`src/inc/rcs_map.vh`:
```
// constants for the reset cause and sequencer block
// Functional notes
// - config mismatch reset sets bit 9 of cause register; else only a software write sets it.
// - bit 8 one keeps regulator active in sleep; zero puts it in standby.
// - master clear pin reset sets pin reset flag, bit 7.
// - executing the reset instruction sets soft reset flag, bit 6.
// - bit 5 enables watchdog; fuse enable forces watchdog on regardless.
// - watchdog time-out sets bit 4.
// - sleep entry sets bit 3; idle entry sets bit 2.
// - brown-out sets bit 1; value one after power-on.
// - power-on sets bit 0; value one after power-on.
// - software may set or clear bits 15, 14 and 9 to 0; bits 13 to 10 stay zero; writes never cause a reset.
// - cold reset takes clock source from initial oscillator select field.
// - warm reset keeps the current oscillator select.
// - crystal and secondary modes count 1024 oscillator clocks before ready.
// - PLL modes also wait the PLL lock time before ready.
// - after brown-out, power-up timer holds reset; then release system reset.
// - three-bit field selects one of eight power-up delays, 0 to 128 ms.
// - once clock ready, execution starts at address 0x000000.
// - clock monitor starts only after clock ready plus its start delay.
// - power-on reset extends 30 us after threshold crossing.
// - each brown-out recovery restarts extension plus power-up delay.
// - low master clear pin requests reset; device filters short glitches.
// - system reset asserts whenever any reset source is active.
// - power-on clears every cause flag except the power-on and brown-out flags, which set.
`ifndef RCS_MAP_VH
`define RCS_MAP_VH
`define RCS_ADDR_CAUSE 4'h0
`define RCS_ADDR_OSC 4'h1
`define RCS_ADDR_STAT 4'h2
`define RCS_B_TRAP 15
`define RCS_B_ILL 14
`define RCS_B_CM 9
`define RCS_B_VREG 8
`define RCS_B_EXT 7
`define RCS_B_SW 6
`define RCS_B_WDEN 5
`define RCS_B_WATCHDOG_TIMEOUT_FLAG 4
`define RCS_B_SLP 3
`define RCS_B_IDL 2
`define RCS_B_BOR 1
`define RCS_B_POR 0
`define RCS_CAUSE_MASK 16'hC3FF
`define RCS_CAUSE_POR_VAL 16'h0003
`define RCS_BOR_KEEP 16'h01A0
`define RCS_CLK_MHZ 200
`define RCS_TOST_CLKS 1024
`define RCS_PLL_LOCK_TIME_US 1500
`define RCS_POWERON_EXTENSION_DELAY_US 30
`define RCS_BROWNOUT_EXTENSION_DELAY_US 100
`define RCS_CLOCK_MONITOR_START_DELAY_US 900
`define RCS_POWERUP_DELAY_MAX_MS 128
`define RCS_RESET_VECTOR 24'h000000
`define RCS_MODE_EC 3'h0
`define RCS_MODE_XT 3'h1
`define RCS_MODE_SOSC 3'h2
`define RCS_MODE_XTPLL 3'h3
`define RCS_MODE_ECPLL 3'h4
`endif

```
`src/rtl/rcs_reset_seq.v`:
```
// reset cause register and reset release sequencer
`timescale 1ns/1ps
`include "rcs_map.vh"
module rcs_reset_seq #(
  parameter integer POWERON_EXTENSION_DELAY_CYC = `RCS_POWERON_EXTENSION_DELAY_US * `RCS_CLK_MHZ,
  parameter integer BROWNOUT_EXTENSION_DELAY_CYC = `RCS_BROWNOUT_EXTENSION_DELAY_US * `RCS_CLK_MHZ,
  parameter integer PLL_LOCK_TIME_CYC = `RCS_PLL_LOCK_TIME_US * `RCS_CLK_MHZ,
  parameter integer CLOCK_MONITOR_START_DELAY_CYC = `RCS_CLOCK_MONITOR_START_DELAY_US * `RCS_CLK_MHZ,
  parameter integer POWERUP_TIMER_UNIT_CYC = 1000 * `RCS_CLK_MHZ,
  parameter integer MASTER_CLEAR_PIN_FILT_CYC = 4
) (
  // clock and power-on reset
  input wire ref_clk,
  input wire rst,
  // supply monitor and reset sources
  input wire brownout_low,
  input wire master_clear_pin_n,
  input wire soft_reset_req,
  input wire watchdog_timeout,
  input wire config_mismatch,
  input wire trap_conflict,
  input wire illegal_condition,
  input wire sleep_entry,
  input wire idle_entry,
  // configuration
  input wire [2:0] initial_osc_select,
  input wire [2:0] powerup_delay_select,
  input wire watchdog_fuse_enable,
  input wire clock_monitor_enable,
  input wire osc_tick,
  // register port
  input wire [3:0] reg_addr,
  input wire [15:0] reg_wdata,
  input wire reg_wr,
  input wire reg_rd,
  output reg [15:0] reg_rdata,
  // outputs
  output wire system_reset_line,
  output reg [2:0] current_osc_select,
  output wire watchdog_enable,
  output wire regulator_active_in_sleep,
  output reg fetch_start,
  output reg [23:0] fetch_addr,
  output reg clock_monitor_active
);
  localparam [5:0] S_POR = 6'h01;
  localparam [5:0] S_BOR = 6'h02;
  localparam [5:0] S_POWERUP_TIMER = 6'h04;
  localparam [5:0] S_OST = 6'h08;
  localparam [5:0] S_LOCK = 6'h10;
  localparam [5:0] S_RUN = 6'h20;

  // sequencer
  reg [5:0] state_q;
  reg [5:0] state_d;
  reg [31:0] cnt_q;
  reg [31:0] cnt_d;
  reg warm_q;
  reg warm_d;
  reg [2:0] osc_d;
  reg fetch_start_d;
  reg [2:0] osc_sel;
  reg [31:0] powerup_timer_cyc;
  reg is_pll;
  reg is_xtal;
  // cause register
  reg [15:0] cause_q;
  wire [15:0] cause_d;
  wire [15:0] hw_set;
  wire [15:0] cause_mask = `RCS_CAUSE_MASK;
  wire [15:0] bor_keep = `RCS_BOR_KEEP;
  // pin filter
  reg master_clear_pin_s1_q;
  reg master_clear_pin_s2_q;
  reg [7:0] master_clear_pin_cnt_q;
  reg [7:0] master_clear_pin_cnt_d;
  reg master_clear_pin_rst_q;
  reg master_clear_pin_rst_d;
  // clock monitor and read path
  reg [31:0] fail_safe_clock_monitor_q;
  reg [31:0] fail_safe_clock_monitor_d;
  reg fail_safe_clock_monitor_active_d;
  reg [15:0] rdata_d;

  // warm sources; the pin held low holds reset too
  wire warm_src = master_clear_pin_rst_q | soft_reset_req | watchdog_timeout | config_mismatch |
    trap_conflict | illegal_condition;
  wire is_write = reg_wr && reg_addr == `RCS_ADDR_CAUSE;

  // a falling supply must pull the line at once, not a cycle later
  assign system_reset_line = (state_q != S_RUN) | warm_src | brownout_low;
  assign watchdog_enable = watchdog_fuse_enable | cause_q[`RCS_B_WDEN];
  assign regulator_active_in_sleep = cause_q[`RCS_B_VREG];

  // eight settings: 0, then doubling up to 128 ms
  always @* begin
    case (powerup_delay_select)
      3'h0: begin
        powerup_timer_cyc = 32'h0;
      end
      3'h1: begin
        powerup_timer_cyc = POWERUP_TIMER_UNIT_CYC * 2;
      end
      3'h2: begin
        powerup_timer_cyc = POWERUP_TIMER_UNIT_CYC * 4;
      end
      3'h3: begin
        powerup_timer_cyc = POWERUP_TIMER_UNIT_CYC * 8;
      end
      3'h4: begin
        powerup_timer_cyc = POWERUP_TIMER_UNIT_CYC * 16;
      end
      3'h5: begin
        powerup_timer_cyc = POWERUP_TIMER_UNIT_CYC * 32;
      end
      3'h6: begin
        powerup_timer_cyc = POWERUP_TIMER_UNIT_CYC * 64;
      end
      3'h7: begin
        powerup_timer_cyc = POWERUP_TIMER_UNIT_CYC * 128;
      end
      default: begin
        powerup_timer_cyc = 32'h0;
      end
    endcase
  end

  always @* begin
    osc_sel = warm_q ? current_osc_select : initial_osc_select;
  end

  // delays each mode needs before its clock counts as ready
  always @* begin
    is_pll = 1'b0;
    is_xtal = 1'b0;
    case (osc_sel)
      `RCS_MODE_EC: begin
        is_pll = 1'b0;
        is_xtal = 1'b0;
      end
      `RCS_MODE_XT: begin
        is_pll = 1'b0;
        is_xtal = 1'b1;
      end
      `RCS_MODE_SOSC: begin
        is_pll = 1'b0;
        is_xtal = 1'b1;
      end
      `RCS_MODE_XTPLL: begin
        is_pll = 1'b1;
        is_xtal = 1'b1;
      end
      `RCS_MODE_ECPLL: begin
        is_pll = 1'b1;
        is_xtal = 1'b0;
      end
      default: begin
        is_pll = 1'b0;
        is_xtal = 1'b0;
      end
    endcase
  end

  // two-flop sync then width filter; count parks once the reset is taken
  always @* begin
    master_clear_pin_cnt_d = master_clear_pin_cnt_q;
    master_clear_pin_rst_d = master_clear_pin_rst_q;
    if (master_clear_pin_s2_q) begin
      master_clear_pin_cnt_d = 8'h00;
      master_clear_pin_rst_d = 1'b0;
    end else if (master_clear_pin_cnt_q == MASTER_CLEAR_PIN_FILT_CYC[7:0]) begin
      master_clear_pin_rst_d = 1'b1;
    end else begin
      master_clear_pin_cnt_d = master_clear_pin_cnt_q + 8'h01;
    end
  end

  always @(posedge ref_clk or posedge rst) begin
    if (rst) begin
      master_clear_pin_s1_q <= 1'b1;
      master_clear_pin_s2_q <= 1'b1;
      master_clear_pin_cnt_q <= 8'h00;
      master_clear_pin_rst_q <= 1'b0;
    end else begin
      master_clear_pin_s1_q <= master_clear_pin_n;
      master_clear_pin_s2_q <= master_clear_pin_s1_q;
      master_clear_pin_cnt_q <= master_clear_pin_cnt_d;
      master_clear_pin_rst_q <= master_clear_pin_rst_d;
    end
  end

  // cause register: hardware sets win over same-cycle software writes
  assign hw_set[`RCS_B_TRAP] = trap_conflict;
  assign hw_set[`RCS_B_ILL] = illegal_condition;
  assign hw_set[13:10] = 4'h0;
  assign hw_set[`RCS_B_CM] = config_mismatch;
  assign hw_set[`RCS_B_VREG] = 1'b0;
  assign hw_set[`RCS_B_EXT] = master_clear_pin_rst_q;
  assign hw_set[`RCS_B_SW] = soft_reset_req;
  assign hw_set[`RCS_B_WDEN] = 1'b0;
  assign hw_set[`RCS_B_WATCHDOG_TIMEOUT_FLAG] = watchdog_timeout;
  assign hw_set[`RCS_B_SLP] = sleep_entry;
  assign hw_set[`RCS_B_IDL] = idle_entry;
  assign hw_set[`RCS_B_BOR] = 1'b0;
  assign hw_set[`RCS_B_POR] = 1'b0;

  // brown-out keeps only pin flag and the control bits, then marks itself
  genvar gi;
  generate
    for (gi = 0; gi < 16; gi = gi + 1) begin : g_cause
      wire wr_val = is_write ? (reg_wdata[gi] & cause_mask[gi]) : cause_q[gi];
      wire set_val = wr_val | hw_set[gi];
      wire bor_val = (set_val & bor_keep[gi]) | (gi == `RCS_B_BOR);
      assign cause_d[gi] = brownout_low ? bor_val : set_val;
    end
  endgenerate

  always @(posedge ref_clk or posedge rst) begin
    if (rst) begin
      cause_q <= `RCS_CAUSE_POR_VAL;
    end else begin
      cause_q <= cause_d;
    end
  end

  // sequencer: a supply dip always wins, a warm source only once running
  always @* begin
    state_d = state_q;
    cnt_d = cnt_q;
    warm_d = warm_q;
    osc_d = current_osc_select;
    fetch_start_d = 1'b0;
    if (brownout_low) begin
      state_d = S_BOR;
      cnt_d = 32'h0;
      warm_d = 1'b0;
    end else if (warm_src && state_q == S_RUN) begin
      state_d = S_OST;
      cnt_d = 32'h0;
      warm_d = 1'b1;
    end else begin
      case (state_q)
        S_POR: begin
          cnt_d = cnt_q + 32'h1;
          if (cnt_q >= POWERON_EXTENSION_DELAY_CYC - 1) begin
            state_d = S_POWERUP_TIMER;
            cnt_d = 32'h0;
          end
        end
        S_BOR: begin
          cnt_d = cnt_q + 32'h1;
          if (cnt_q >= BROWNOUT_EXTENSION_DELAY_CYC - 1) begin
            state_d = S_POWERUP_TIMER;
            cnt_d = 32'h0;
          end
        end
        S_POWERUP_TIMER: begin
          cnt_d = cnt_q + 32'h1;
          if (cnt_q >= powerup_timer_cyc) begin
            state_d = S_OST;
            cnt_d = 32'h0;
          end
        end
        S_OST: begin
          if (!is_xtal) begin
            state_d = S_LOCK;
            cnt_d = 32'h0;
          end else if (osc_tick) begin
            cnt_d = cnt_q + 32'h1;
            if (cnt_q == `RCS_TOST_CLKS - 1) begin
              state_d = S_LOCK;
              cnt_d = 32'h0;
            end
          end
        end
        S_LOCK: begin
          cnt_d = cnt_q + 32'h1;
          // a source still held keeps the core parked here
          if ((!is_pll || cnt_q >= PLL_LOCK_TIME_CYC - 1) && !warm_src) begin
            state_d = S_RUN;
            osc_d = osc_sel;
            fetch_start_d = 1'b1;
          end
        end
        S_RUN: begin
          state_d = S_RUN;
        end
        default: begin
          state_d = S_POR;
        end
      endcase
    end
  end

  always @(posedge ref_clk or posedge rst) begin
    if (rst) begin
      state_q <= S_POR;
      cnt_q <= 32'h0;
      warm_q <= 1'b0;
      current_osc_select <= 3'h0;
      fetch_start <= 1'b0;
      fetch_addr <= 24'h000000;
    end else begin
      state_q <= state_d;
      cnt_q <= cnt_d;
      warm_q <= warm_d;
      current_osc_select <= osc_d;
      fetch_start <= fetch_start_d;
      if (fetch_start_d)
        fetch_addr <= `RCS_RESET_VECTOR;
    end
  end

  // clock monitor start delay, restarted by any reset or by disabling it
  always @* begin
    fail_safe_clock_monitor_d = fail_safe_clock_monitor_q;
    fail_safe_clock_monitor_active_d = clock_monitor_active;
    if (state_q != S_RUN || !clock_monitor_enable) begin
      fail_safe_clock_monitor_d = 32'h0;
      fail_safe_clock_monitor_active_d = 1'b0;
    end else if (fail_safe_clock_monitor_q >= CLOCK_MONITOR_START_DELAY_CYC - 1) begin
      fail_safe_clock_monitor_active_d = 1'b1;
    end else begin
      fail_safe_clock_monitor_d = fail_safe_clock_monitor_q + 32'h1;
    end
  end

  always @(posedge ref_clk or posedge rst) begin
    if (rst) begin
      fail_safe_clock_monitor_q <= 32'h0;
      clock_monitor_active <= 1'b0;
    end else begin
      fail_safe_clock_monitor_q <= fail_safe_clock_monitor_d;
      clock_monitor_active <= fail_safe_clock_monitor_active_d;
    end
  end

  // register read, data one cycle later and zero otherwise
  always @* begin
    rdata_d = 16'h0000;
    if (reg_rd) begin
      case (reg_addr)
        `RCS_ADDR_CAUSE: begin
          rdata_d = cause_q;
        end
        `RCS_ADDR_OSC: begin
          rdata_d = {13'h0, current_osc_select};
        end
        `RCS_ADDR_STAT: begin
          rdata_d = {10'h0, state_q};
        end
        default: begin
          rdata_d = 16'h0000;
        end
      endcase
    end
  end

  always @(posedge ref_clk or posedge rst) begin
    if (rst) begin
      reg_rdata <= 16'h0000;
    end else begin
      reg_rdata <= rdata_d;
    end
  end
endmodule // rcs_reset_seq

```
`config.mk`:
```
export PLATFORM = sky130hd
export DESIGN_NAME = rcs_reset_seq
export DESIGN_NICKNAME = d
export VERILOG_FILES = /design/src/rtl/rcs_reset_seq.v
export VERILOG_INCLUDE_DIRS = /design/src /design/src/inc
export SDC_FILE = /design/constraint.sdc
export NUM_CORES = 1
export LEC_CHECK = 0
export BUFFER_PORTS_ARGS = -buffer_cell sky130_fd_sc_hd__buf_4
export CAP_MARGIN = 20
export CORE_UTILIZATION = 46
export CTS_CLUSTER_DIAMETER = 150
export DETAILED_ROUTE_END_ITERATION = 16
export PLACE_DENSITY = 0.75
export SYNTH_ARGS = -nofsm -noshare
export SYNTH_HDL_FRONTEND = slang
export SYNTH_SLANG_ARGS = --single-unit
```
`constraint.sdc`:
```
create_clock -name ref_clk -period 6.46 [get_ports ref_clk]
set_input_delay 0.646 -clock ref_clk [delete_from_list [all_inputs] [get_ports ref_clk]]
set_output_delay 0.646 -clock ref_clk [all_outputs]
set_load 0.03 [all_outputs]
```
==> flow_metrics.env, run 1 <==
export IMPL_tightestPinTransition_ps=1040
export IMPL_syn_inst=713
export IMPL_dominantRegCellSynth="dfrtp_1"
export IMPL_fp_dieH_um=121
export IMPL_leakagePower_nw=3.25
export IMPL_min_period_over_period=0.574
export IMPL_yosys_area_top_type="dfrtp_1"
export IMPL_grt_pass1_wl_um=22900
export IMPL_wl_per_cell_um=14.8
export IMPL_cp_start_kind="primary input"
export IMPL_ir_drop_uv=145
export IMPL_synth_seq_cells=111
export IMPL_cp_depth=12
export IMPL_cpLargestDelayFamily="simple AND/OR/NAND/NOR gates"
export IMPL_cts_num_sinks=111
export IMPL_clock_skew_ps=10.5
export IMPL_post_cts_setup_buffers=0
export IMPL_gp_congestion=0.834
export IMPL_rr_startpoint="cnt_q[7]"
export IMPL_yosys_top_cells_count="dfrtp_1 (106), nor2_1 (95), nand2_1 (54)"
export IMPL_insertion_delay_ps=360
export IMPL_diodes=0
export IMPL_portBuffers=57
export IMPL_netlist_area_leader_share=0.407
export IMPL_switching_power_mw=0.507
export IMPL_drt_initial_drc_count=232
export IMPL_drive_gt1_frac=0.141
export IMPL_postPlaceCellArea_sq_um=6940
export IMPL_cp_num_buf_inv=2
export IMPL_utilization=0.521
export IMPL_grt_use_total=0.199
export IMPL_critical_path_class="in2reg"
export IMPL_clockRootBuffer="clkbuf_16"
export IMPL_hold_path_class="in2async"
export IMPL_fin_tns_setup_ps=0
export IMPL_path_common_cell="ha_1"
export IMPL_hold_viol=0
export IMPL_slew_headroom=0.307
export IMPL_cp_max_fo=21
export IMPL_grt_setup_unrepaired="no"
export IMPL_busiest_layer="met2"
export IMPL_vias=5111
export IMPL_async_flop_share=1.00
export IMPL_design_area_sq_um=7230
export IMPL_syn_mean_instance_area_sq_um=9.15
export IMPL_switching_share=0.313
export IMPL_clk_pin_slew_worst_paths_ps=80
export IMPL_io_pins=90
export IMPL_reg2reg_to="cnt_q[21]"
export IMPL_reg2reg_depth=9
export IMPL_end_kind="register"
export IMPL_met2_usage=0.312
export IMPL_initial_core_util=0.470
export IMPL_firstDrtPassIters=5
export IMPL_cts_hold_buf=0
export IMPL_grtUsageMet3=0.0489
export IMPL_grt_max_degree=82
export IMPL_seq_power_share=0.473
export IMPL_die_area_sq_um=14700
export IMPL_setup_violations=0
export IMPL_core_area_sq_um=13900
export IMPL_fmax_ghz=0.270
export IMPL_drv_cap=0
export IMPL_vias_per_cell=5.50
export IMPL_ff2ff_setup_slack_ps=2990
export IMPL_numCtsBuffers=9
export IMPL_path_cells="buf_4 -> inv_1 -> ha_1 -> nor2b_1 -> a21oi_1 -> ha_1 -> nand4_1 -> or4_1 -> o2111ai_1 -> nand3_1 -> a21oi_2 -> nor2_1"
export IMPL_ys_top_cells_by_area="dfrtp_1 (41%), nor2_1 (5.5%), ha_1 (5.4%)"
export IMPL_syn_area_sq_um=6520
export IMPL_grt_pass1_vias=4679
export IMPL_hpwl_um=9760
export IMPL_drc=0
export IMPL_min_period_ps=3710
export IMPL_totalWireLength_um=13800
export IMPL_slowest_stage="a21oi_2"
export IMPL_crit_arrival_ps=3910
export IMPL_outcome="completed"
export IMPL_slowest_delay_ps=860
export IMPL_cp_data_required_time_ps=6660
export IMPL_htreeDepth=3
export IMPL_p_per_area_nw_per_um2=224
export IMPL_slew_viol_final=0
export IMPL_ant_nets=0
export IMPL_synth_seq_area_share=0.427
export IMPL_cts_resized_gates=0
export IMPL_cts_buffer_depth=2
export IMPL_synth_cell_types=63
export IMPL_yosysWarnings=0
export IMPL_p_int_mw=1.11
export IMPL_area_delta_synth_final_pct=10.9
export IMPL_std_cell_rows=43
export IMPL_synth_enable_flop_cells=0
export IMPL_power_frac_comb=0.191
export IMPL_cts_tree="built"
export IMPL_antenna_found_initial=0
export IMPL_die_width_um=121
export IMPL_synth_most_common_cell="dfrtp_1"
export IMPL_whs_ps=275
export IMPL_met1_usage=0.271
export IMPL_clkPwrFrac=0.336
export IMPL_overflow=0
export IMPL_nets=815
==> cells in the final DEF, fill, tap and decap left out, types with 5 or more instances in the layout <==
master and n:
a211oi_1 12, a21oi_1 22, and2_1 8, and3_1 24, and4_1 6, buf_4 60, clkbuf_16 9, conb_1 28
dfrtp_1 106, dfstp_2 5, ha_1 28, inv_1 16, mux2_2 5, mux2i_1 11, nand2_1 54, nand2b_1 6
nand3_1 30, nand4_1 20, nor2_1 95, nor2b_1 13, nor3_1 29, nor3b_1 8, nor4_1 11, o211ai_1 9
o21ai_0 11, or2_2 6, or3_1 10, xnor2_1 26, xor2_1 16
==> worst reg2reg max path, delay by kind of cell, from the launching register on <==
kind                     cells  cell delay [ps]
flip-flops                   1              530
adder cells (fa/ha/maj)      1              300
buffers and inverters        1              130
AND/OR/NAND/NOR              3              620
AO/OA/AOI/OAI                4             1760
==> flip-flops by register name, summed over array words and instances (netlist names) <==
name                       flops
cause_q                       12
clock_monitor_active           1
cnt_q                         32
current_osc_select             3
fail_safe_clock_monitor_q     32
fetch_start                    1
master_clear_pin_cnt_q         8
master_clear_pin_rst_q         1
master_clear_pin_s1_q          1
master_clear_pin_s2_q          1
reg_rdata                     12
state_q                        6
warm_q                         1
==> kinds of logic after synthesis <==
family	count (synthesis)	synth area share
AND/OR/NAND/NOR	340	0.272
flip-flops	111	0.427
AO/OA/AOI/OAI	91	0.0967
buffers and inverters	83	0.0658
XOR/XNOR	42	0.0564
adder cells (fa/ha/maj)	28	0.0537
multiplexers	17	0.0278
other	1	0.000575
==> stage by stage <==
step                      setup WS (ps)  power (mW)  cells
final                              2750        1.62    930
after global routing               2420        1.71    930
after CTS                          2760        1.63    930
after detailed placement           2370        1.08    914
after global placement             2420        1.08    914
after floorplan                    2890        1.02    740
==> final cells by class <==
class,instances,area [sq um]
fill,1302,6650
multi-input combinational,546,3410
sequential,111,2780
timing repair buffer,60,450
clock buffer,10,239
tap,180,225
inverter,17,66.3
clock inverter,6,53.8
==> power by group through the flow <==
stage	combinational (mW)	clock [mW]	sequential, mW
global route	0.345	0.591	0.769
floorplan	0.269	0	0.755
CTS	0.310	0.561	0.763
global placement	0.304	0	0.775
finish	0.309	0.544	0.765
detailed placement	0.307	0	0.776
==> per-layer routing <==
metal	part of all wire	wire length [um]
met5	0	0
met4	0.018	246
met3	0.038	524
met2	0.46	6390
met1	0.48	6630
==> how the worst max path moves through the flow <==
stage / start / endpoint / slack, ps
global route: powerup_delay_select[1] / cnt_q[27] / 2420
floorplan: rst / cause_q[14] / 2890
finish: powerup_delay_select[1] / cnt_q[21] / 2750
global placement: powerup_delay_select[1] / cnt_q[18] / 2420
CTS: powerup_delay_select[1] / cnt_q[26] / 2760
detailed placement: powerup_delay_select[1] / cnt_q[26] / 2370
Note: power is estimated with default switching activity, not from simulation.
==> run 2, diff against run 1 <==
- clock period: 6.46 -> 3.9 ns (I/O delays scaled with it)
==> flow_metrics.env, run 2 (synthesis gave the netlist of run 1 again) <==
export IMPL_p_per_area_nw_per_um2=370
export IMPL_die_width_um=121
export IMPL_met2_usage=0.312
export IMPL_tightestPinTransition_ps=1020
export IMPL_layout_common_cells="dfrtp_1 (106), nor2_1 (95), buf_4 (63), nand2_1 (54), nand3_1 (30)"
export IMPL_overflow=0
export IMPL_die_area_sq_um=14700
export IMPL_min_period_over_period=0.785
export IMPL_vias_per_cell=5.46
export IMPL_drv_cap=0
export IMPL_cp_start_kind="register"
export IMPL_fmax_ghz=0.327
export IMPL_ff2ff_setup_slack_ps=840
export IMPL_busiest_layer="met2"
export IMPL_post_cts_setup_buffers=0
export IMPL_leakagePower_nw=3.29
export IMPL_grt_max_degree=86
export IMPL_grt_setup_unrepaired="no"
export IMPL_slew_headroom=0.319
export IMPL_clk_pin_slew_worst_paths_ps=80
export IMPL_htreeDepth=3
export IMPL_portBuffers=57
export IMPL_cp_max_fo=21
export IMPL_place_inst=917
export IMPL_grt_pass1_wl_um=23300
export IMPL_reg2reg_to="cnt_q[31]"
export IMPL_core_area_sq_um=13900
export IMPL_critPathCapture="cnt_q[31]"
export IMPL_cts_num_sinks=111
export IMPL_clock_skew_ps=14.2
export IMPL_utilization=0.525
export IMPL_largestRegisters="cnt_q (32), fail_safe_clock_monitor_q (32)"
export IMPL_slew_viol_final=0
export IMPL_ir_drop_uv=275
export IMPL_setup_violations=0
export IMPL_hold_path_class="in2reg"
export IMPL_hold_viol=0
export IMPL_numCtsBuffers=9
export IMPL_hpwl_um=9840
export IMPL_grtUsageMet3=0.0465
export IMPL_drive_gt1_frac=0.146
export IMPL_rr_startpoint="cnt_q[7]"
export IMPL_grt_use_total=0.201
export IMPL_met1_usage=0.281
export IMPL_insertion_delay_ps=360
export IMPL_std_cell_rows=43
export IMPL_reg2reg_depth=10
export IMPL_ant_nets=0
export IMPL_fp_dieH_um=121
export IMPL_diodes=0
export IMPL_min_period_ps=3060
export IMPL_outcome="completed"
export IMPL_io_pins=90
export IMPL_cp_data_required_time_ps=4140
export IMPL_mostFrequentLayoutCell="dfrtp_1"
export IMPL_initial_core_util=0.470
export IMPL_antenna_found_initial=0
export IMPL_cts_buffer_depth=2
export IMPL_gp_congestion=0.853
export IMPL_drc=0
export IMPL_vias=5102
export IMPL_num_fill_cells=1291
export IMPL_grt_pass1_vias=4676
export IMPL_wl_per_cell_um=14.6
export IMPL_fin_cells=935
export IMPL_area_delta_synth_final_pct=11.8
export IMPL_cts_tree="built"
export IMPL_end_kind="register"
export IMPL_firstDrtPassIters=5
export IMPL_drt_initial_drc_count=338
export IMPL_nets=820
export IMPL_fin_tns_setup_ps=0
export IMPL_totalWireLength_um=13700
export IMPL_critical_path_class="reg2reg"
export IMPL_startpoint="cnt_q[7]"
export IMPL_crit_arrival_ps=3300
export IMPL_clockRootBuffer="clkbuf_16"
-- run 2: cell count changes in the layout (fill, tap and decap cells not counted), sizes merged --
cell and delta:
buf +4, inv +3, clkinvlp -2, clkbuf -1
dlygate4sd3 +1
-- run 2: layout make-up --
type                            instances  area [sq um]  share of cell area
Multi-Input combinational cell        546          3410               0.468
Sequential cell                       111          2780               0.382
Timing Repair Buffer                   65           510              0.0700
Clock buffer                            9           225              0.0309
Tap cell                              180           225              0.0309
Clock inverter                          7          67.6             0.00926
Inverter                               17          66.3             0.00909
-- run 2: critical path: stages, from the launching register on --
cell and delay (ps):
dfrtp_1 510, inv_1 130, ha_1 290, nand4bb_1 100, o41ai_1 480, a221oi_1 210, o2111ai_1 230, nand3_1 420
a21oi_2 240, buf_4 260, nor2_1 80
-- run 2: layer usage --
layer / up-vias / wire length (um) / part of all wire
met3: 16 / 610 / 0.045
met1: 2444 / 6540 / 0.48
met2: 105 / 6380 / 0.47
li1: 2537 / - / -
met4: 0 / 145 / 0.011
met5: - / 0 / 0
-- run 2: worst min path at each step --
| stage | start | depth (start not counted) | slack [ps] | to |
|---|---|---|---|---|
| 2_1_floorplan | master_clear_pin_s1_q | 0 | 350 | master_clear_pin_s2_q |
| 3_3_place_gp | master_clear_pin_s1_q | 0 | 350 | master_clear_pin_s2_q |
| 4_1_cts | master_clear_pin_n | 1 | 120 | master_clear_pin_s1_q |
| 6_report | master_clear_pin_n | 1 | 130 | master_clear_pin_s1_q |
| 5_1_grt | master_clear_pin_n | 1 | 110 | master_clear_pin_s1_q |
| 3_5_place_dp | master_clear_pin_s1_q | 0 | 350 | master_clear_pin_s2_q |
-- run 2: per-stage QoR --
stage	power [mW]	hold slack (ps)	cell area [sq um]	worst slack, ps
after floorplan	1.69	345	6620	588
after global placement	1.79	346	6960	595
after detailed placement	1.80	348	6960	569
after CTS	2.72	117	7260	872
after global routing	2.83	107	7290	585
final	2.70	125	7290	839
-- run 2: timing repair --
action	CTS	global route
hold buffers	0	1
endpoints found under the hold margin	0	8
resized for setup	0	0
endpoints found under the setup margin	0	0
-- run 2: power by group --
group	internal, mW	switching, mW
Clock	0.452	0.460
Sequential	1.20	0.0664
Combinational	0.192	0.330
Total	1.84	0.856
